--- src/include/rax_pkg.sv ---
// constants and types for the execute datapath of an 8-bit risc core
// assumes one core clock and a decoder that presents one instruction a cycle
// What this block does
// - add writes op1 plus op2, carry set on 8-bit overflow
// - add with carry adds incoming carry too, carry set on overflow
// - forward subtract writes op1 minus op2, carry cleared on borrow
// - forward subtract with borrow also takes one minus carry
// - reverse subtract writes op2 minus op1, carry cleared on borrow
// - reverse subtract with borrow also takes one minus carry
// - multiply gives high byte to result, low byte to upper register
// - wide left shift spreads register into upper and wrapped low bits
// - wide right shift sends bits out at bottom into upper register top
// - unsigned compare: carry cleared if op2 above op1, V is C and not Z
// - signed compare does the same on two's complement operands
// - flag export puts carry in upper bit 7, carry xor overflow in bit 6
// - flag import loads flags from operand, then shifts operand and upper
// - clock divide loads a 4-bit divider field
// - program dump starts when operand is one, stops when zero
// - data access may run alongside instruction fetch
// - every instruction completes in one clock cycle
package rax_pkg;
	localparam int DATA_W = 8;
	localparam int DIV_W  = 4;
	localparam int SHAM_W = 3;
	localparam logic [DIV_W-1:0] DIV_RST = 4'h0;
	localparam logic [DATA_W-1:0] UPPER_RST = 8'h00;
	localparam int FLAG_C_POS = 7;
	localparam int FLAG_V_POS = 6;
	localparam int FLAG_Z_POS = 5;

	typedef enum logic [4:0] {
		RAX_NOP,
		RAX_AND,
		RAX_OR,
		RAX_XOR,
		RAX_ADD,
		RAX_ADD_WITH_CARRY_OP,
		RAX_FORWARD_MINUS_OP,
		RAX_FORWARD_MINUS_BORROW_OP,
		RAX_REVERSE_MINUS_OP,
		RAX_REVERSE_MINUS_BORROW_OP,
		RAX_UNSIGNED_PRODUCT_OP,
		RAX_SIGNED_PRODUCT_OP,
		RAX_WIDE_LEFT_SHIFT_OP,
		RAX_WIDE_RIGHT_SHIFT_OP,
		RAX_WIDE_ARITH_RIGHT_SHIFT_OP,
		RAX_UNSIGNED_COMPARE_OP,
		RAX_SIGNED_COMPARE_OP,
		RAX_FLAG_EXPORT_OP,
		RAX_FLAG_IMPORT_OP,
		RAX_CORE_CLOCK_DIVIDE_OP,
		RAX_PROGRAM_DUMP_OP,
		RAX_HALT
	} rax_op_t;

	typedef struct packed {
		logic [DATA_W-1:0] res;
		logic [DATA_W-1:0] upper;
		logic              c;
		logic              v;
		logic              z;
		logic              wr_res;
	} rax_alu_out_t;
endpackage : rax_pkg

--- src/include/rax_alu_if.sv ---
// carries one instruction and its combinational result between the modules
// assumes the top drives the request side and the alu core drives the answer
`timescale 1ns/1ps
interface rax_alu_if;
	rax_pkg::rax_op_t                 op;
	logic [rax_pkg::DATA_W-1:0]       op1;
	logic [rax_pkg::DATA_W-1:0]       op2;
	logic [rax_pkg::SHAM_W-1:0]       sham;
	logic                             c;
	logic                             v;
	logic [rax_pkg::DATA_W-1:0]       upper;
	rax_pkg::rax_alu_out_t            out;

	modport top (output op, op1, op2, sham, c, v, upper, input out);
	modport core (input op, op1, op2, sham, c, v, upper, output out);
endinterface : rax_alu_if

--- src/design/rax_alu_core.sv ---
// combinational arithmetic and shift unit, one instruction per cycle
// assumes the caller registers everything it produces
`timescale 1ns/1ps
module rax_alu_core
(
	rax_alu_if.core a
);
	logic [8:0]  sum;
	logic [15:0] prod;
	logic [15:0] wide;
	rax_pkg::rax_alu_out_t o;

	always_comb
	begin
		o        = '0;
		o.upper  = a.upper;
		o.c      = a.c;
		o.v      = a.v;
		sum      = 9'h000;
		prod     = 16'h0000;
		wide     = 16'h0000;
		case (a.op)
			rax_pkg::RAX_AND:
			begin
				o.res = a.op1 & a.op2;
				o.upper = o.res;
				o.wr_res = 1'b1;
			end
			rax_pkg::RAX_OR:
			begin
				o.res = a.op1 | a.op2;
				o.upper = o.res;
				o.wr_res = 1'b1;
			end
			rax_pkg::RAX_XOR:
			begin
				o.res = a.op1 ^ a.op2;
				o.upper = o.res;
				o.wr_res = 1'b1;
			end
			rax_pkg::RAX_ADD, rax_pkg::RAX_ADD_WITH_CARRY_OP:
			begin
				sum = {1'b0, a.op1} + {1'b0, a.op2}
					+ {8'h00, a.op == rax_pkg::RAX_ADD_WITH_CARRY_OP && a.c};
				o.res = sum[7:0];
				o.c = sum[8];
				o.v = (a.op1[7] == a.op2[7]) && (sum[7] != a.op1[7]);
				o.upper = o.res;
				o.wr_res = 1'b1;
			end
			rax_pkg::RAX_FORWARD_MINUS_OP, rax_pkg::RAX_FORWARD_MINUS_BORROW_OP,
			rax_pkg::RAX_UNSIGNED_COMPARE_OP:
			begin
				// carry is the inverted borrow
				sum = {1'b0, a.op1} + {1'b0, ~a.op2}
					+ {8'h00, a.op != rax_pkg::RAX_FORWARD_MINUS_BORROW_OP || a.c};
				o.res = sum[7:0];
				o.c = sum[8];
				o.v = (a.op1[7] != a.op2[7]) && (sum[7] != a.op1[7]);
				o.upper = o.res;
				o.wr_res = a.op != rax_pkg::RAX_UNSIGNED_COMPARE_OP;
			end
			rax_pkg::RAX_REVERSE_MINUS_OP, rax_pkg::RAX_REVERSE_MINUS_BORROW_OP:
			begin
				sum = {1'b0, a.op2} + {1'b0, ~a.op1}
					+ {8'h00, a.op == rax_pkg::RAX_REVERSE_MINUS_OP || a.c};
				o.res = sum[7:0];
				o.c = sum[8];
				o.v = (a.op1[7] != a.op2[7]) && (sum[7] != a.op2[7]);
				o.upper = o.res;
				o.wr_res = 1'b1;
			end
			rax_pkg::RAX_SIGNED_COMPARE_OP:
			begin
				sum = {1'b0, a.op1} + {1'b0, ~a.op2} + 9'h001;
				o.res = sum[7:0];
				o.c = !($signed(a.op2) > $signed(a.op1));
				o.upper = o.res;
			end
			rax_pkg::RAX_UNSIGNED_PRODUCT_OP:
			begin
				prod = 16'(a.op1) * 16'(a.op2);
				o.res = prod[15:8];
				o.upper = prod[7:0];
				o.wr_res = 1'b1;
			end
			rax_pkg::RAX_SIGNED_PRODUCT_OP:
			begin
				prod = {{8{a.op1[7]}}, a.op1}
					* {{8{a.op2[7]}}, a.op2};
				o.res = prod[15:8];
				o.upper = prod[7:0];
				o.wr_res = 1'b1;
			end
			rax_pkg::RAX_WIDE_LEFT_SHIFT_OP:
			begin
				// rotate-left places wrapped bits low, upper gets shifted copy
				wide = {a.op1, a.op1} << a.sham;
				o.res = wide[15:8];
				o.upper = a.op1 << a.sham;
				o.wr_res = 1'b1;
			end
			rax_pkg::RAX_WIDE_RIGHT_SHIFT_OP:
			begin
				wide = {a.op1, 8'h00} >> a.sham;
				o.res = wide[15:8];
				o.upper = wide[7:0];
				o.wr_res = 1'b1;
			end
			rax_pkg::RAX_WIDE_ARITH_RIGHT_SHIFT_OP:
			begin
				// sign propagates; amount one is left to software to avoid
				wide = 16'($signed({a.op1, 8'h00}) >>> a.sham);
				o.res = wide[15:8];
				o.upper = wide[7:0];
				o.wr_res = 1'b1;
			end
			rax_pkg::RAX_FLAG_EXPORT_OP:
			begin
				o.upper[7] = a.c;
				o.upper[6] = a.c ^ a.v;
			end
			rax_pkg::RAX_FLAG_IMPORT_OP:
			begin
				o.c = a.op1[rax_pkg::FLAG_C_POS];
				o.v = a.op1[rax_pkg::FLAG_V_POS];
				o.res = {a.op1[6:0], 1'b0};
				o.upper = {a.upper[6:0], 1'b0};
				o.wr_res = 1'b1;
			end
			default:
			begin
				o.res = 8'h00;
			end
		endcase
		if (a.op == rax_pkg::RAX_FLAG_IMPORT_OP)
			o.z = a.op1[rax_pkg::FLAG_Z_POS];
		else
			o.z = (o.res == 8'h00);
	end

	assign a.out = o;
endmodule : rax_alu_core

--- src/design/rax_execute.sv ---
// execute datapath: registers flags, upper byte and system controls
// assumes decoder presents operands and opcode once per cycle, valid qualified
`timescale 1ns/1ps
module rax_execute
(
	input  wire logic                       mclk_in,
	input  wire logic                       srst_in,
	input  wire logic                       valid_in,
	input  wire rax_pkg::rax_op_t           op_in,
	input  wire logic [rax_pkg::DATA_W-1:0] op1_in,
	input  wire logic [rax_pkg::DATA_W-1:0] op2_in,
	input  wire logic [rax_pkg::SHAM_W-1:0] sham_in,
	input  wire logic [rax_pkg::DIV_W-1:0]  divn_in,
	input  wire logic                       dump_in,
	output logic [rax_pkg::DATA_W-1:0]      res_out,
	output logic                            res_we_out,
	output logic [rax_pkg::DATA_W-1:0]      upper_out,
	output logic                            carry_out,
	output logic                            ovf_out,
	output logic                            zero_out,
	output logic [rax_pkg::DIV_W-1:0]       divn_out,
	output logic                            dump_out,
	output logic                            halt_out
);
	typedef struct packed {
		logic [rax_pkg::DATA_W-1:0] res;
		logic                       we;
		logic [rax_pkg::DATA_W-1:0] upper;
		logic                       c;
		logic                       v;
		logic                       z;
		logic [rax_pkg::DIV_W-1:0]  divn;
		logic                       dump;
		logic                       halt;
	} rax_state_t;

	rax_state_t s_q;
	rax_state_t s_d;
	rax_alu_if  alu ();

	////////////////////////////////////////////////////////////////////////
	// operands go to the alu straight from the decoder; one cycle each
	assign alu.op    = op_in;
	assign alu.op1   = op1_in;
	assign alu.op2   = op2_in;
	assign alu.sham  = sham_in;
	assign alu.c     = s_q.c;
	assign alu.v     = s_q.v;
	assign alu.upper = s_q.upper;

	rax_alu_core i_rax_alu_core
	(
		.a (alu.core)
	);

	////////////////////////////////////////////////////////////////////////
	always_comb
	begin
		s_d    = s_q;
		s_d.we = 1'b0;
		if (valid_in && !s_q.halt)
		begin
			s_d.res   = alu.out.res;
			s_d.we    = alu.out.wr_res;
			s_d.upper = alu.out.upper;
			case (op_in)
				rax_pkg::RAX_AND, rax_pkg::RAX_OR, rax_pkg::RAX_XOR:
					s_d.z = alu.out.z;
				rax_pkg::RAX_ADD, rax_pkg::RAX_ADD_WITH_CARRY_OP,
				rax_pkg::RAX_FORWARD_MINUS_OP,
				rax_pkg::RAX_FORWARD_MINUS_BORROW_OP,
				rax_pkg::RAX_REVERSE_MINUS_OP,
				rax_pkg::RAX_REVERSE_MINUS_BORROW_OP,
				rax_pkg::RAX_FLAG_IMPORT_OP:
				begin
					s_d.c = alu.out.c;
					s_d.v = alu.out.v;
					s_d.z = alu.out.z;
				end
				rax_pkg::RAX_UNSIGNED_COMPARE_OP,
				rax_pkg::RAX_SIGNED_COMPARE_OP:
				begin
					s_d.c = alu.out.c;
					s_d.z = alu.out.z;
					s_d.v = alu.out.c && !alu.out.z;
				end
				rax_pkg::RAX_CORE_CLOCK_DIVIDE_OP:
					s_d.divn = divn_in;
				rax_pkg::RAX_PROGRAM_DUMP_OP:
					s_d.dump = dump_in;
				rax_pkg::RAX_HALT:
					s_d.halt = 1'b1;
				default:
					s_d.halt = s_q.halt;
			endcase
		end
	end

	always_ff @(posedge mclk_in)
	begin
		if (srst_in)
		begin
			s_q       <= '0;
			s_q.upper <= rax_pkg::UPPER_RST;
			s_q.divn  <= rax_pkg::DIV_RST;
		end
		else
			s_q <= s_d;
	end

	// result leaves on its own port, data bus stays free for the fetch side
	assign res_out    = s_q.res;
	assign res_we_out = s_q.we;
	assign upper_out  = s_q.upper;
	assign carry_out  = s_q.c;
	assign ovf_out    = s_q.v;
	assign zero_out   = s_q.z;
	assign divn_out   = s_q.divn;
	assign dump_out   = s_q.dump;
	assign halt_out   = s_q.halt;

	////////////////////////////////////////////////////////////////////////
	property p_add_carry;
		@(posedge mclk_in) disable iff (srst_in)
		valid_in && !halt_out && op_in == rax_pkg::RAX_ADD |=>
		{carry_out, res_out} == 9'($past(op1_in)) + 9'($past(op2_in));
	endproperty
	a_add_carry: assert property (p_add_carry) else $error("add wrong");

	property p_adc;
		@(posedge mclk_in) disable iff (srst_in)
		valid_in && !halt_out && op_in == rax_pkg::RAX_ADD_WITH_CARRY_OP |=>
		{carry_out, res_out} == 9'($past(op1_in)) + 9'($past(op2_in))
			+ 9'($past(carry_out));
	endproperty
	a_adc: assert property (p_adc) else $error("add carry wrong");

	property p_fsub;
		@(posedge mclk_in) disable iff (srst_in)
		valid_in && !halt_out && op_in == rax_pkg::RAX_FORWARD_MINUS_OP |=>
		res_out == 8'($past(op1_in) - $past(op2_in))
		&& carry_out == ($past(op1_in) >= $past(op2_in));
	endproperty
	a_fsub: assert property (p_fsub) else $error("sub wrong");

	property p_rsub;
		@(posedge mclk_in) disable iff (srst_in)
		valid_in && !halt_out && op_in == rax_pkg::RAX_REVERSE_MINUS_OP |=>
		res_out == 8'($past(op2_in) - $past(op1_in))
		&& carry_out == ($past(op2_in) >= $past(op1_in));
	endproperty
	a_rsub: assert property (p_rsub) else $error("rsub wrong");

	property p_uprod;
		@(posedge mclk_in) disable iff (srst_in)
		valid_in && !halt_out && op_in == rax_pkg::RAX_UNSIGNED_PRODUCT_OP |=>
		{res_out, upper_out} == 16'($past(op1_in)) * 16'($past(op2_in));
	endproperty
	a_uprod: assert property (p_uprod) else $error("product wrong");

	property p_ucomp;
		@(posedge mclk_in) disable iff (srst_in)
		valid_in && !halt_out && op_in == rax_pkg::RAX_UNSIGNED_COMPARE_OP |=>
		carry_out == !($past(op2_in) > $past(op1_in))
		&& ovf_out == (carry_out && !zero_out) && !res_we_out;
	endproperty
	a_ucomp: assert property (p_ucomp) else $error("compare wrong");

	property p_flagout;
		@(posedge mclk_in) disable iff (srst_in)
		valid_in && !halt_out && op_in == rax_pkg::RAX_FLAG_EXPORT_OP |=>
		upper_out[7] == $past(carry_out)
		&& upper_out[6] == ($past(carry_out) ^ $past(ovf_out));
	endproperty
	a_flagout: assert property (p_flagout) else $error("export wrong");

	property p_logic_keep;
		@(posedge mclk_in) disable iff (srst_in)
		valid_in && !halt_out && op_in == rax_pkg::RAX_XOR |=>
		$stable(carry_out) && $stable(ovf_out)
		&& zero_out == (res_out == 8'h00);
	endproperty
	a_logic_keep: assert property (p_logic_keep) else $error("xor flags");

	property p_div;
		@(posedge mclk_in) disable iff (srst_in)
		valid_in && !halt_out && op_in == rax_pkg::RAX_CORE_CLOCK_DIVIDE_OP
		|=> divn_out == $past(divn_in);
	endproperty
	a_div: assert property (p_div) else $error("divider wrong");

	property p_dump;
		@(posedge mclk_in) disable iff (srst_in)
		valid_in && !halt_out && op_in == rax_pkg::RAX_PROGRAM_DUMP_OP
		|=> dump_out == $past(dump_in);
	endproperty
	a_dump: assert property (p_dump) else $error("dump wrong");

	property p_fsbb;
		@(posedge mclk_in) disable iff (srst_in)
		valid_in && !halt_out
		&& op_in == rax_pkg::RAX_FORWARD_MINUS_BORROW_OP |=>
		{carry_out, res_out} == {1'b0, $past(op1_in)}
			+ {1'b0, ~$past(op2_in)} + {8'h00, $past(carry_out)};
	endproperty
	a_fsbb: assert property (p_fsbb) else $error("sub borrow wrong");

	property p_rsbb;
		@(posedge mclk_in) disable iff (srst_in)
		valid_in && !halt_out
		&& op_in == rax_pkg::RAX_REVERSE_MINUS_BORROW_OP |=>
		{carry_out, res_out} == {1'b0, $past(op2_in)}
			+ {1'b0, ~$past(op1_in)} + {8'h00, $past(carry_out)};
	endproperty
	a_rsbb: assert property (p_rsbb) else $error("rsub borrow wrong");

	property p_sprod;
		@(posedge mclk_in) disable iff (srst_in)
		valid_in && !halt_out && op_in == rax_pkg::RAX_SIGNED_PRODUCT_OP |=>
		$signed({res_out, upper_out})
			== $signed($past(op1_in)) * $signed($past(op2_in));
	endproperty
	a_sprod: assert property (p_sprod) else $error("signed product");

	property p_wleft;
		@(posedge mclk_in) disable iff (srst_in)
		valid_in && !halt_out && op_in == rax_pkg::RAX_WIDE_LEFT_SHIFT_OP |=>
		upper_out == 8'($past(op1_in) << $past(sham_in))
		&& res_out == 8'(($past(op1_in) << $past(sham_in))
			| ($past(op1_in) >> (4'h8 - 4'($past(sham_in)))));
	endproperty
	a_wleft: assert property (p_wleft) else $error("wide left wrong");

	property p_wright;
		@(posedge mclk_in) disable iff (srst_in)
		valid_in && !halt_out && op_in == rax_pkg::RAX_WIDE_RIGHT_SHIFT_OP |=>
		res_out == 8'($past(op1_in) >> $past(sham_in))
		&& upper_out
			== 8'($past(op1_in) << (4'h8 - 4'($past(sham_in))));
	endproperty
	a_wright: assert property (p_wright) else $error("wide right");

	property p_scomp;
		@(posedge mclk_in) disable iff (srst_in)
		valid_in && !halt_out && op_in == rax_pkg::RAX_SIGNED_COMPARE_OP |=>
		carry_out == ($signed($past(op1_in)) >= $signed($past(op2_in)))
		&& ovf_out == (carry_out && !zero_out) && !res_we_out;
	endproperty
	a_scomp: assert property (p_scomp) else $error("signed compare");

	property p_flagin;
		@(posedge mclk_in) disable iff (srst_in)
		valid_in && !halt_out && op_in == rax_pkg::RAX_FLAG_IMPORT_OP |=>
		{carry_out, ovf_out, zero_out, 5'h00} == ($past(op1_in) & 8'he0)
		&& res_out == 8'($past(op1_in) << 1)
		&& upper_out == 8'($past(upper_out) << 1);
	endproperty
	a_flagin: assert property (p_flagin) else $error("import wrong");

	property p_zero;
		@(posedge mclk_in) disable iff (srst_in)
		valid_in && !halt_out && op_in inside {rax_pkg::RAX_ADD,
			rax_pkg::RAX_FORWARD_MINUS_OP, rax_pkg::RAX_REVERSE_MINUS_OP}
		|=> zero_out == (res_out == 8'h00);
	endproperty
	a_zero: assert property (p_zero) else $error("zero flag wrong");

	property p_done;
		@(posedge mclk_in) disable iff (srst_in)
		valid_in && !halt_out && op_in inside {rax_pkg::RAX_AND,
			rax_pkg::RAX_UNSIGNED_PRODUCT_OP, rax_pkg::RAX_FLAG_IMPORT_OP}
		|=> res_we_out;
	endproperty
	a_done: assert property (p_done) else $error("no write back");

	property p_refuse;
		@(posedge mclk_in) disable iff (srst_in)
		!valid_in || halt_out |=> !res_we_out;
	endproperty
	a_refuse: assert property (p_refuse) else $error("idle write");

	property p_divkeep;
		@(posedge mclk_in) disable iff (srst_in)
		!(valid_in && op_in == rax_pkg::RAX_CORE_CLOCK_DIVIDE_OP)
		|=> $stable(divn_out);
	endproperty
	a_divkeep: assert property (p_divkeep) else $error("divider moved");

	property p_prodkeep;
		@(posedge mclk_in) disable iff (srst_in)
		valid_in && !halt_out && op_in == rax_pkg::RAX_SIGNED_PRODUCT_OP |=>
		$stable(carry_out) && $stable(ovf_out) && $stable(zero_out);
	endproperty
	a_prodkeep: assert property (p_prodkeep) else $error("product flags");

	property p_flagkeep;
		@(posedge mclk_in) disable iff (srst_in)
		valid_in && !halt_out && op_in == rax_pkg::RAX_FLAG_EXPORT_OP |=>
		(upper_out & 8'h3f) == ($past(upper_out) & 8'h3f)
		&& $stable(carry_out) && $stable(ovf_out);
	endproperty
	a_flagkeep: assert property (p_flagkeep) else $error("export keep");
endmodule : rax_execute

--- config.mk ---
export PLATFORM = sky130hd
export DESIGN_NAME = rax_execute
export DESIGN_NICKNAME = d
export VERILOG_FILES = /design/src/include/rax_pkg.sv /design/src/include/rax_alu_if.sv /design/src/design/rax_alu_core.sv /design/src/design/rax_execute.sv
export SDC_FILE = /design/constraint.sdc
export NUM_CORES = 1
export LEC_CHECK = 0
export ABC_AREA = 1
export CORE_UTILIZATION = 40
export CTS_CLUSTER_DIAMETER = 40
export DETAILED_ROUTE_END_ITERATION = 12
export DONT_BUFFER_PORTS = 1
export GPL_ROUTABILITY_DRIVEN = 0
export PLACE_DENSITY = 0.62
export SYNTH_ARGS = -nofsm -noshare
export SYNTH_HDL_FRONTEND = slang
export SYNTH_HIERARCHICAL = 1
export SYNTH_SLANG_ARGS = --single-unit
--- constraint.sdc ---
create_clock -name mclk_in -period 11.95 [get_ports mclk_in]
set_clock_uncertainty 0.1 [all_clocks]
set_input_delay 1.195 -clock mclk_in [delete_from_list [all_inputs] [get_ports mclk_in]]
set_output_delay 1.195 -clock mclk_in [all_outputs]
set_load 0.02 [all_outputs]
## Word level (Yosys, flattened, before mapping)

Index checks and enable logic that the tools add are counted.

| operators by class | value |
|---|---|
| bitwise logic cells | 7 |
| shifts and indexed selects | 4 |
| div/mod/pow operators | 0 |
| magnitude comparators | 1 |
| equality and inequality tests | 29 |
| $mul | 2 |
| multiplexer cells | 8 |
| $add $sub $neg | 7 |
| reduce and logical (&&, ||, !) cells | 31 |

Operators with widths:

| kind | number |
|---|---|
| case mux 8 bit (13 select lines) | 1 |
| case mux 6 bit (13 select lines) | 1 |
| == test 5 x 4 -> 1 bit, second input constant | 8 |
| multiplier 8 x 8 -> 16 bit | 2 |
| == test 5 bit, second input constant | 6 |
| case mux 2 bit (14 select lines) | 1 |
| adder 8 x 8 -> 9 bit | 3 |
| adder 9 x 1 -> 9 bit | 3 |
| == test 5 x 3 -> 1 bit, second input constant | 4 |
| NOT 8 bit | 2 |
| << shifter 16 x 3 -> 16 bit | 1 |
| right shift 16 x 3 -> 16 bit | 1 |
| >>> shifter 16 x 3 -> 16 bit | 1 |
| AND reduction 2 bit | 7 |
| nonzero test 14 bit | 1 |
| nonzero test 13 bit | 1 |
| OR reduction 13 bit | 1 |
| OR reduction 12 bit | 1 |
| == test 5 x 2 -> 1 bit, second input constant | 2 |
| adder 8 x 1 -> 8 bit, second input constant | 1 |
| bitwise AND 8 bit | 1 |
| > comparator 8 bit | 1 |
| zero test 8 bit | 1 |
| bitwise OR 8 bit | 1 |
| other kinds (23) | 37 |

| storage, ports and cells | value |
|---|---|
| logic and storage cells | 99 |
| output and inout port bits | 26 |
| memory bits (writable) | 0 |
| bits in latches | 0 |
| register bits after elaboration | 26 |
| memories kept | 0 |
| ROM bits | 0 |

## Longest topological paths before layout

Gate-level depths: netlist of run 1.

| depth | value |
|---|---|
| depth after elaboration | 9 |
| mapped depth | 36 |
| mapped depth without buffers | 34 |

## Cells and area by module

The synthesis of run 1 kept the hierarchy.

By module, submodules not included:

| module | area an instance (sq um) | instances | cells each |
|---|---|---|---|
| rax_alu_core | 8303.0 | 1 | 1388 |
| rax_execute | 1149.9 | 1 | 164 |

## Worst setup path before layout of run 1

OpenSTA, ideal clock, no wires.

| path | value |
|---|---|
| kind | input-to-reg |
| start | input op1_in[7] in the netlist's numbering |
| end | register s_q, in the netlist ovf_out |
| library setup time | 0.113 ns |
| slack | 6.127 ns |
| stages on the path | 34 |
| required time | 11.737 ns |
| arrival | 5.610 ns |
| cells stage by stage | clkbuf_1 -> buf_2 -> nand2_1 -> fa_1 -> inv_1 -> fa_1 -> fa_1 -> inv_1 -> fa_1 -> inv_1 -> ha_1 -> nand2_1 -> inv_1 -> nand2_1 -> nand2_1 -> inv_1 -> nand2_1 -> nand2_1 -> nand3_1 -> nand2_1 -> nor2_1 -> nand2_1 -> nor2_1 -> nand3_1 -> nor2_1 -> nand4_1 -> nand2_1 -> inv_1 -> nand2_1 -> nand2_1 -> nand2_1 -> nand3_2 -> nand2_1 -> nor2_1 |

RTL lines:

| element | line | source |
|---|---|---|
| start, declared | rax_execute.sv:10 | `input wire logic [rax_pkg::DATA_W-1:0] op1_in,` |
| end, declared | rax_execute.sv:37 | `rax_state_t s_q;` |

==> results.cfg, run 1 <==
[timing]
tightest_slew_ps = 750
drv_slew = 0
slew-limit-headroom_pct = 49.9
setup_viol = 0
hold_viol_final = 0
min_period_ps = 5980
worst_slack_ps = 5970
rsz0062_at_grt = no
fin_crit_sh_pct = 50.0
timing.setup.tns_ps = 0
max_freq_ghz = 0.167

[place]
post-place-ws_ps = 5700
io_buffers = 0
hpwl_mm = 25.7

[yosys]
ys_warn_count = 6
synth_compound_area_share_pct = 9.15
synthAdderAreaFrac_pct = 31.2
netlist_instances = 1552
avgSynthCellArea_um2 = 6.09
synth_top_area_share_pct = 19.1
ys_ff_latch = 26
synth_xor_xnor_area_share_pct = 0.741
syn_area_um2 = 9450
synth.distinct_cells = 55
yosys-top-cells-area = fa_1 19%, nand2_1 16%, inv_1 14%
synth.area.mux_share_pct = 0
synth_top_family_by_area = simple AND/OR/NAND/NOR gates
synth_edf_count = 0
synth_most_common_cell = nand2_1
synth-simple-area-share_pct = 36.9
post-synth-top-area-cell = fa_1
synth-seq-area-share_pct = 5.51
synth_commonest_cells = 407 x nand2_1, 342 x inv_1, 148 x nor2_1, 138 x nand3_1, 92 x ha_1
synth_fp_nets = 1766
synth_ff_type = dfxtp_1
synth-async-reset-ratio_pct = 0

[grt]
grt_start_max_net_pins = 26
grt_pass1_wl_mm = 49.8
grt_usage_pct = 25.9
grt_pass1_vias = 9556
antenna_found_initial = 0
grt-ovfl-total = 0

[hold_path]
hold_path_class = reg2reg

[cts]
postCtsHoldBufs = 0
cts_max_level = 1
clkTransAtPathRegs_ps = 70
cts_root_buf = clkbuf_16
cts_tree = built
clk_path_buf_depth = 2
cts_setup_buffers = 0
cts-resized-gates = 0
cts.sinks = 26
cts_buffers = 3
clk_latency_ps = 260

[finish]
nFillCells = 2485
multi_input_area_um2 = 7380
layout-drive-gt1-share_pct = 4.81
final_nets = 1733
seqCellArea_um2 = 520
syn2layout_area_growth_pct = 3.22
n_antenna_cell = 0

[floorplan]
dieArea_um2 = 24300
initial_core_util_pct = 41.3
coreArea_um2 = 22900
die_x_um = 156
rows = 55
dieHeight_um = 156
pin_count = 58

[flow_run]
timing.max_cap.violations = 0

[routing]
first_pass_iters = 5
wl_per_cell_um = 16.5
route.antenna.remaining_nets = 0
viasPerCell = 5.28
drt_iter0_drc = 1026
num_vias = 9669
drc = 0
routed_wl_mm = 30.3

[worst_setup_path]
cp_num_buf_inv = 6
cp_max_fo = 12
cp_top_family = adder cells
cpMostUsedCell = nand2_1
worstPathArrival_ps = 6040
endpoint_kind = register
cpPeakStageDelay_ps = 560
worstSetupStartpointType = input port
critPathKind = in2reg
required_ps = 12010
slowest_stage = fa_1

[power_and_ir_drop]
power.leakage_nw = 5.64
p_int_w = 0.000491
swShare_pct = 56.6
power_frac_seq_pct = 9.5
comb_power_share_pct = 81.9
clock_power_share_pct = 8.6
peakVddDrop_mv = 0.0644
p_per_area_nw_per_um2 = 116
p_sw_w = 0.000641

[outcome]
status = finished clean
==> per-stage QoR <==
step	hold slack [ps]	cells	total power [W]	area, µm²	util (%)
after floorplan	420	1552	0.000829	9450	-
after global placement	439	1827	0.00103	9650	42.1
after detailed placement	447	1827	0.00103	9650	42.1
after CTS	458	1831	0.00114	9760	42.6
after global routing	473	1831	0.00129	9760	42.6
final	456	1831	0.00113	9760	42.6
==> cells in the final DEF (no fill, tap or decap), types with 5 or more instances in the layout <==
master	netlist	layout
nand2_2	15	15
nor2_2	11	11
nand3_1	138	138
nand3b_1	7	7
o21ai_0	51	51
a21oi_1	42	42
inv_2	14	14
nor3_1	15	15
nand4_1	23	23
o21ai_1	7	7
nand2_1	407	407
nor2_1	148	148
dfxtp_1	26	26
inv_1	342	342
nand3_2	7	7
fa_1	90	90
a221oi_1	5	5
ha_1	92	92
==> worst register-to-register path, delay by kind of cell, from the launching register on <==
family | cells | cell delay (ps)
buffers and inverters | 4 | 420
and+or+nand+nor | 14 | 1600
adders and majority gates | 2 | 690
AOI/OAI and AO/OA | 3 | 430
DFF | 1 | 560
==> power by group through the flow <==
| stage | clock network, W | logic [W] | registers, W |
|---|---|---|---|
| finish | 0.0000974 | 0.000927 | 0.000108 |
| global route | 0.000103 | 0.00108 | 0.000109 |
| CTS | 0.0000983 | 0.000930 | 0.000108 |
| detailed placement | 0 | 0.000923 | 0.000110 |
| global placement | 0 | 0.000915 | 0.000110 |
| floorplan | 0 | 0.000722 | 0.000107 |
==> flip-flops by register name, summed over array words and instances (netlist names) <==
name / flops
halt_out: 1
dump_out: 1
zero_out: 1
upper_out: 8
carry_out: 1
res_we_out: 1
res_out: 8
divn_out: 4
ovf_out: 1
==> final cells by class <==
| class | count | share of cell area (%) |
|---|---|---|
| Clock inverter | 1 | 0.308 |
| Clock buffer | 3 | 0.769 |
| Tap cell | 313 | 4.01 |
| Sequential cell | 26 | 5.33 |
| Timing Repair Buffer | 1 | 0.0769 |
| Inverter | 360 | 13.9 |
| Multi-Input combinational cell | 1127 | 75.6 |
==> cell families after synthesis <==
group	after synthesis
simple gates	793
compound gates	144
xor+xnor	8
fa+ha+maj	182
flops	26
buf+inv	399
==> final timing paths <==
| path | start | end | slack [ps] | cells past startpoint |
|---|---|---|---|---|
| setup / recovery | op1_in[4] | ovf_out$_SDFFE_PP0P_ | 5970 | 30 |
| hold / removal | dump_out$_SDFFE_PP0P_ | dump_out$_SDFFE_PP0P_ | 460 | 2 |
| setup reg to reg | carry_out$_SDFFE_PP0P_ | ovf_out$_SDFFE_PP0P_ | 8060 | 23 |
| hold reg to reg | dump_out$_SDFFE_PP0P_ | dump_out$_SDFFE_PP0P_ | 460 | 2 |
==> metal layers <==
layer	GRT usage, %	vias to the layer above	wire length (µm)
met1	32.4	4469	12300
met2	45.0	401	14500
met4	10.6	0	1230
li1	-	4715	-
met5	0	-	0
met3	3.25	84	2180
(Power assumes the default switching activity.)
==> run 2, diff against run 1 <==
- ABC_AREA: 1 -> 0
- clock period: 11.95 -> 6 ns (I/O delays scaled with it)
==> run 2 against run 1 <==
Global-route usage decreased by 1.1 points. Sequential cell count unchanged. First-iteration DRC count decreased by 25%. Critical endpoint unchanged. Total power increased by 140%. Core utilization increased by 4.5 points. Sequential power increased by 96%. Synthesized area decreased by 8.5%. Die area decreased by 8.4%.
==> results.cfg, run 2 <==
[finish]
layout-drive-gt1-share_pct = 16.1
mostFrequentLayoutCells = 178 x inv_1, 105 x buf_4, 101 x nand2_1, 89 x fa_1, 83 x ha_1
fin_util_pct = 47.1
syn2layout_area_growth_pct = 14.8
final_common_cell = inv_1
n_antenna_cell = 0
final_nets = 1381
fin_area_um2 = 9930

[timing]
whs_ps = 308
tightest_slew_ps = 1060
drv_slew = 0
fin_crit_sh_pct = 98.4
min_period_ps = 5900
max_freq_ghz = 0.169
slew-limit-headroom_pct = 29.2
setup_viol = 0
hold_viol_final = 0

[floorplan]
die_x_um = 149
coreArea_um2 = 21100
initial_core_util_pct = 41.0
dieHeight_um = 149
rows = 53
dieArea_um2 = 22200
pin_count = 58

[grt]
grt.met1_usage_pct = 34.7
top_usage_layer = met2
use_met3_pct = 3.21
gr-usage-met2_pct = 38.9
antenna_found_initial = 0
grt_usage_pct = 24.8
grt_start_max_net_pins = 32
grt_pass1_vias = 7947
grt_pass1_wl_mm = 43.1
grt-ovfl-total = 0

[routing]
num_vias = 8328
viasPerCell = 5.78
drt_iter0_drc = 772
route.antenna.remaining_nets = 0
drc = 0
wl_per_cell_um = 19.1
routed_wl_mm = 27.5
first_pass_iters = 6

[worst_setup_path]
endpoint_kind = register
worstSetupStartpointType = input port
critPathKind = in2reg
worst-r2r-cell-count = 17
required_ps = 6020
cp_max_fo = 13
worstPathArrival_ps = 5930

[power_and_ir_drop]
power.leakage_nw = 4.56
peakVddDrop_mv = 0.195
power_w = 0.00272
p_per_area_nw_per_um2 = 274

[cts]
cts_buffers = 3
cts_max_level = 1
cts.sinks = 26
clk_path_buf_depth = 2
postCtsHoldBufs = 0
clkTransAtPathRegs_ps = 60
clk_latency_ps = 250
cts_tree = built
cts_root_buf = clkbuf_16

[yosys]
synth_top_family_by_area = adder cells
synth_top_area_share_pct = 20.8
synth-async-reset-ratio_pct = 0
synth_edf_count = 0
synth_xor_xnor_area_share_pct = 4.56
synthAdderAreaFrac_pct = 34.2
synth_compound_area_share_pct = 20.2
ys_warn_count = 6
synth_ff_type = dfxtp_1
netlist_instances = 1109
synth-seq-area-share_pct = 6.02
syn_area_um2 = 8650
synth_fp_nets = 1323
yosys-top-cells-area = fa_1 21%, ha_1 13%, inv_1 8.2%
synth.distinct_cells = 86
synth_commonest_cells = 190 x inv_1, 101 x nand2_1, 92 x ha_1, 91 x nor2_1, 90 x fa_1
post-synth-top-area-cell = fa_1
synth-simple-area-share_pct = 19.2
synth.area.mux_share_pct = 4.50
ys_ff_latch = 26
avgSynthCellArea_um2 = 7.80
synth_most_common_cell = inv_1

[outcome]
status = finished clean

[flow_run]
timing.max_cap.violations = 0

[hold_path]
holdPathStages = 1
hold_path_class = in2reg

[place]
hpwl_mm = 22.4
place_area_um2 = 9520
io_buffers = 0
[run 2: cell count changes after synthesis, sizes merged, moves of 10 or more]
cell,delta
a21oi,+17
inv,-168
mux2i,+13
nand2,-323
nand3,-124
nand4,-18
nor2,-73
nor2b,+13
nor3b,+13
o211ai,+10
o21ai,-18
xnor2,+21
xor2,+16
[run 2: report_power, final]
part / internal, W / total, W / leakage (nW) / switching (W)
Combinational: 0.00110 / 0.00231 / 4.30 / 0.00121
Clock: 0.000133 / 0.000189 / 0.0511 / 0.0000568
Sequential: 0.000185 / 0.000212 / 0.212 / 0.0000273
Total: 0.00142 / 0.00272 / 4.56 / 0.00130
[run 2: timing repair]
| action | 4_1_cts | 5_1_grt |
|---|---|---|
| buffers inserted | 2 | 6 |
| pin swaps | 3 | 26 |
| endpoints found under the setup margin | 2 | 2 |
| resized for setup | 5 | 48 |
| gates cloned | 0 | 0 |
[run 2: through the flow]
stage	instances	worst slack (ps)	TNS, ps
after floorplan	1109	2.96	0
after detailed placement	1429	-356	-657
after global placement	1429	-284	-511
after CTS	1435	10.9	0
final	1441	96.5	0
after global routing	1441	-55.6	-66.5
[run 2: logic make-up after synthesis]
group | count (synthesis)
AO/OA/AOI/OAI | 245
AND/OR/NAND/NOR | 335
XOR/XNOR | 45
flip-flops | 26
buffers and inverters | 251
adder cells (fa/ha/maj) | 182
multiplexers | 25
[run 2: layer usage]
layer	share of wire, %	up-vias
li1	-	3906
met1	43	3927
met2	44	428
met3	9.2	67
met4	3.5	0
met5	0	-
[run 2: path summary, 6_finish.rpt]
check | startpoint | endpoint | slack [ps]
setup / recovery | op1_in[5] | ovf_out$_SDFFE_PP0P_ | 100
hold / removal | srst_in | divn_out[0]$_SDFFE_PP0P_ | 310
setup reg to reg | carry_out$_SDFFE_PP0P_ | ovf_out$_SDFFE_PP0P_ | 1330
hold reg to reg | res_out[0]$_SDFFE_PP0P_ | res_out[0]$_SDFFE_PP0P_ | 450
[run 2: layout make-up]
cell class              count  area, µm²
clock buffers               3       75.1
clock inverters             1       30.0
fillers                  2096      11200
inverters                 197        779
multi-input cells         832       7360
flip-flops and latches     26        520
well taps                 275        344
repair buffers            107        820
[run 2: critical path, cell delays in order]
cell	delay [ps]
clkinv_1	70
buf_4	150
buf_4	160
nor2_2	130
ha_1	280
fa_1	520
fa_1	520
inv_1	60
fa_1	530
inv_1	80
ha_4	260
a21oi_2	170
o211ai_1	140
o41ai_2	440
xnor2_1	150
a211o_1	330
nand3b_1	170
or4_4	560
o31ai_4	240
nor2b_1	70
mux2i_1	170
a311oi_2	110
==> run 3, diff against run 2 <==
- MAX_ROUTING_LAYER: unset -> met4
- SETUP_SLACK_MARGIN: unset -> 0.5
==> run 3 against run 2 <==
Register-to-register slack worse by 60 ps. Die area did not move. Critical path type unchanged. Cell area grew 1.7%. Via count grew 0.49%. Sequential cell count unchanged. Critical endpoint is now zero_out$_SDFFE_PP0P_. Core utilization is 0.79 points higher. Combinational power increased by 6%. Sequential share of layout area is 0.086 points lower.
==> results.cfg, run 3 (synthesis results as in run 2) <==
[routing]
first_pass_iters = 7
route.antenna.remaining_nets = 0
num_vias = 8369
drc = 0
drt_iter0_drc = 890
wl_per_cell_um = 19.4
routed_wl_mm = 27.9
viasPerCell = 5.82

[cts]
cts_max_level = 1
cts_tree = built
clkTransAtPathRegs_ps = 60
cts_buffers = 3
cts.sinks = 26
clk_latency_ps = 260
clk_path_buf_depth = 2
postCtsHoldBufs = 0
cts_root_buf = clkbuf_16

[worst_setup_path]
worst-r2r-cell-count = 17
critPathKind = in2reg
required_ps = 6110
endpoint_kind = register
endpoint = zero_out$_SDFFE_PP0P_
crit_path_start = op1_in[5]
reg2reg_slack_ps = 1270
r2r_end = zero_out$_SDFFE_PP0P_
worstSetupStartpointType = input port
worstPathArrival_ps = 5870
cp_max_fo = 13
worstReg2RegStart = carry_out$_SDFFE_PP0P_

[timing]
fin_crit_sh_pct = 96.1
hold_viol_final = 0
whs_ps = 301
setup_viol = 0
min_period_ps = 5770
tightest_slew_ps = 1100
timing.setup.tns_ps = 0
max_freq_ghz = 0.173
rsz0062_at_grt = yes
slew-limit-headroom_pct = 26.1
drv_slew = 0

[power_and_ir_drop]
p_per_area_nw_per_um2 = 279
power.leakage_nw = 4.60
peakVddDrop_mv = 0.303

[floorplan]
dieArea_um2 = 22200
coreArea_um2 = 21100
initial_core_util_pct = 41.0
die_x_um = 149
pin_count = 58
dieHeight_um = 149
rows = 53

[grt]
antenna_found_initial = 0
grt-ovfl-total = 0
grt_usage_pct = 26.6
grt_pass1_vias = 8094
grt_start_max_net_pins = 32
grt_pass1_wl_mm = 45.0

[place]
io_buffers = 0
hpwl_mm = 22.6
dp.cells = 1418

[finish]
layout-drive-gt1-share_pct = 18.1
syn2layout_area_growth_pct = 16.7
layoutNonFillerInstCount = 1439
n_antenna_cell = 0
final_common_cell = inv_1
final_nets = 1379
mostFrequentLayoutCells = 170 x inv_1, 98 x buf_4, 96 x nand2_1, 90 x fa_1, 82 x ha_1
nFillCells = 2111

[hold_path]
hold_path_class = in2reg
holdPathStages = 1

[outcome]
status = finished clean

[flow_run]
timing.max_cap.violations = 0
run 3: cell count changes in the layout (fill, tap and decap cells not counted), sizes merged:
cell	change
clkinv	+2
buf	-2
bufinv	-1
inv	+1
clkbuf	+1
clkinvlp	-3
run 3: metal layers:
| layer | part of all wire [%] | up-vias | track usage, % |
|---|---|---|---|
| li1 | - | 3919 | - |
| met1 | 43 | 3995 | 35.1 |
| met2 | 45 | 386 | 41.3 |
| met3 | 8.6 | 69 | 4.31 |
| met4 | 3.5 | 0 | 8.78 |
| met5 | 0 | - | - |
run 3: final cells by class:
class / instances / area, µm² / share of cell area (%)
clock buffers: 4 / 88.8 / 0.880
inverters: 197 / 838 / 8.31
multi-input cells: 832 / 7480 / 74.1
flip-flops and latches: 26 / 520 / 5.16
well taps: 275 / 344 / 3.41
repair buffers: 105 / 818 / 8.11
run 3: repair_timing:
item	4_1_cts	5_1_grt
pin swaps	16	18
cloned	0	0
setup buffers	7	10
resized for setup	24	48
endpoints found under the setup margin	2	3
run 3: power by group:
| group | total [W] | switching (W) | internal [W] | leakage, nW |
|---|---|---|---|---|
| Clock | 0.000158 | 0.0000559 | 0.000102 | 0.0442 |
| Sequential | 0.000212 | 0.0000273 | 0.000185 | 0.212 |
| Combinational | 0.00244 | 0.00132 | 0.00113 | 4.34 |
| Total | 0.00281 | 0.00140 | 0.00141 | 4.60 |
run 3: worst min-delay path by stage:
stage | startpoint | end
6_report | srst_in | res_out[0]$_SDFFE_PP0P_
3_5_place_dp | res_out[2]$_SDFFE_PP0P_ | res_out[2]$_SDFFE_PP0P_
3_3_place_gp | res_out[2]$_SDFFE_PP0P_ | res_out[2]$_SDFFE_PP0P_
2_1_floorplan | res_out[0]$_SDFFE_PP0P_ | res_out[0]$_SDFFE_PP0P_
4_1_cts | srst_in | ovf_out$_SDFFE_PP0P_
5_1_grt | srst_in | upper_out[1]$_SDFFE_PP0P_
run 3: stage by stage:
stage                     area, µm²  power [W]  utilization, %  setup WS (ps)
after floorplan                8960    0.00170               -            227
after global placement         9600    0.00237            45.5           -334
after detailed placement       9600    0.00239            45.5           -390
after CTS                      9830    0.00264            46.6            256
after global routing          10100    0.00307            47.9           54.5
final                         10100    0.00281            47.9            233
run 3: critical path: stages:
cell       delay (ps)
clkinv_16          40
buf_8             100
nor2_4             40
fa_1              550
inv_2              60
fa_1              500
inv_1              50
fa_1              490
inv_1              60
fa_1              510
inv_2              40
ha_4              220
buf_6             120
nand3_2            50
o211ai_1          130
o41ai_2           420
xnor2_1           140
a211o_1           280
nand3b_1          170
or4_4             570
o31ai_4           270
nand3b_1          140
nor3_1            190
or3b_1            120
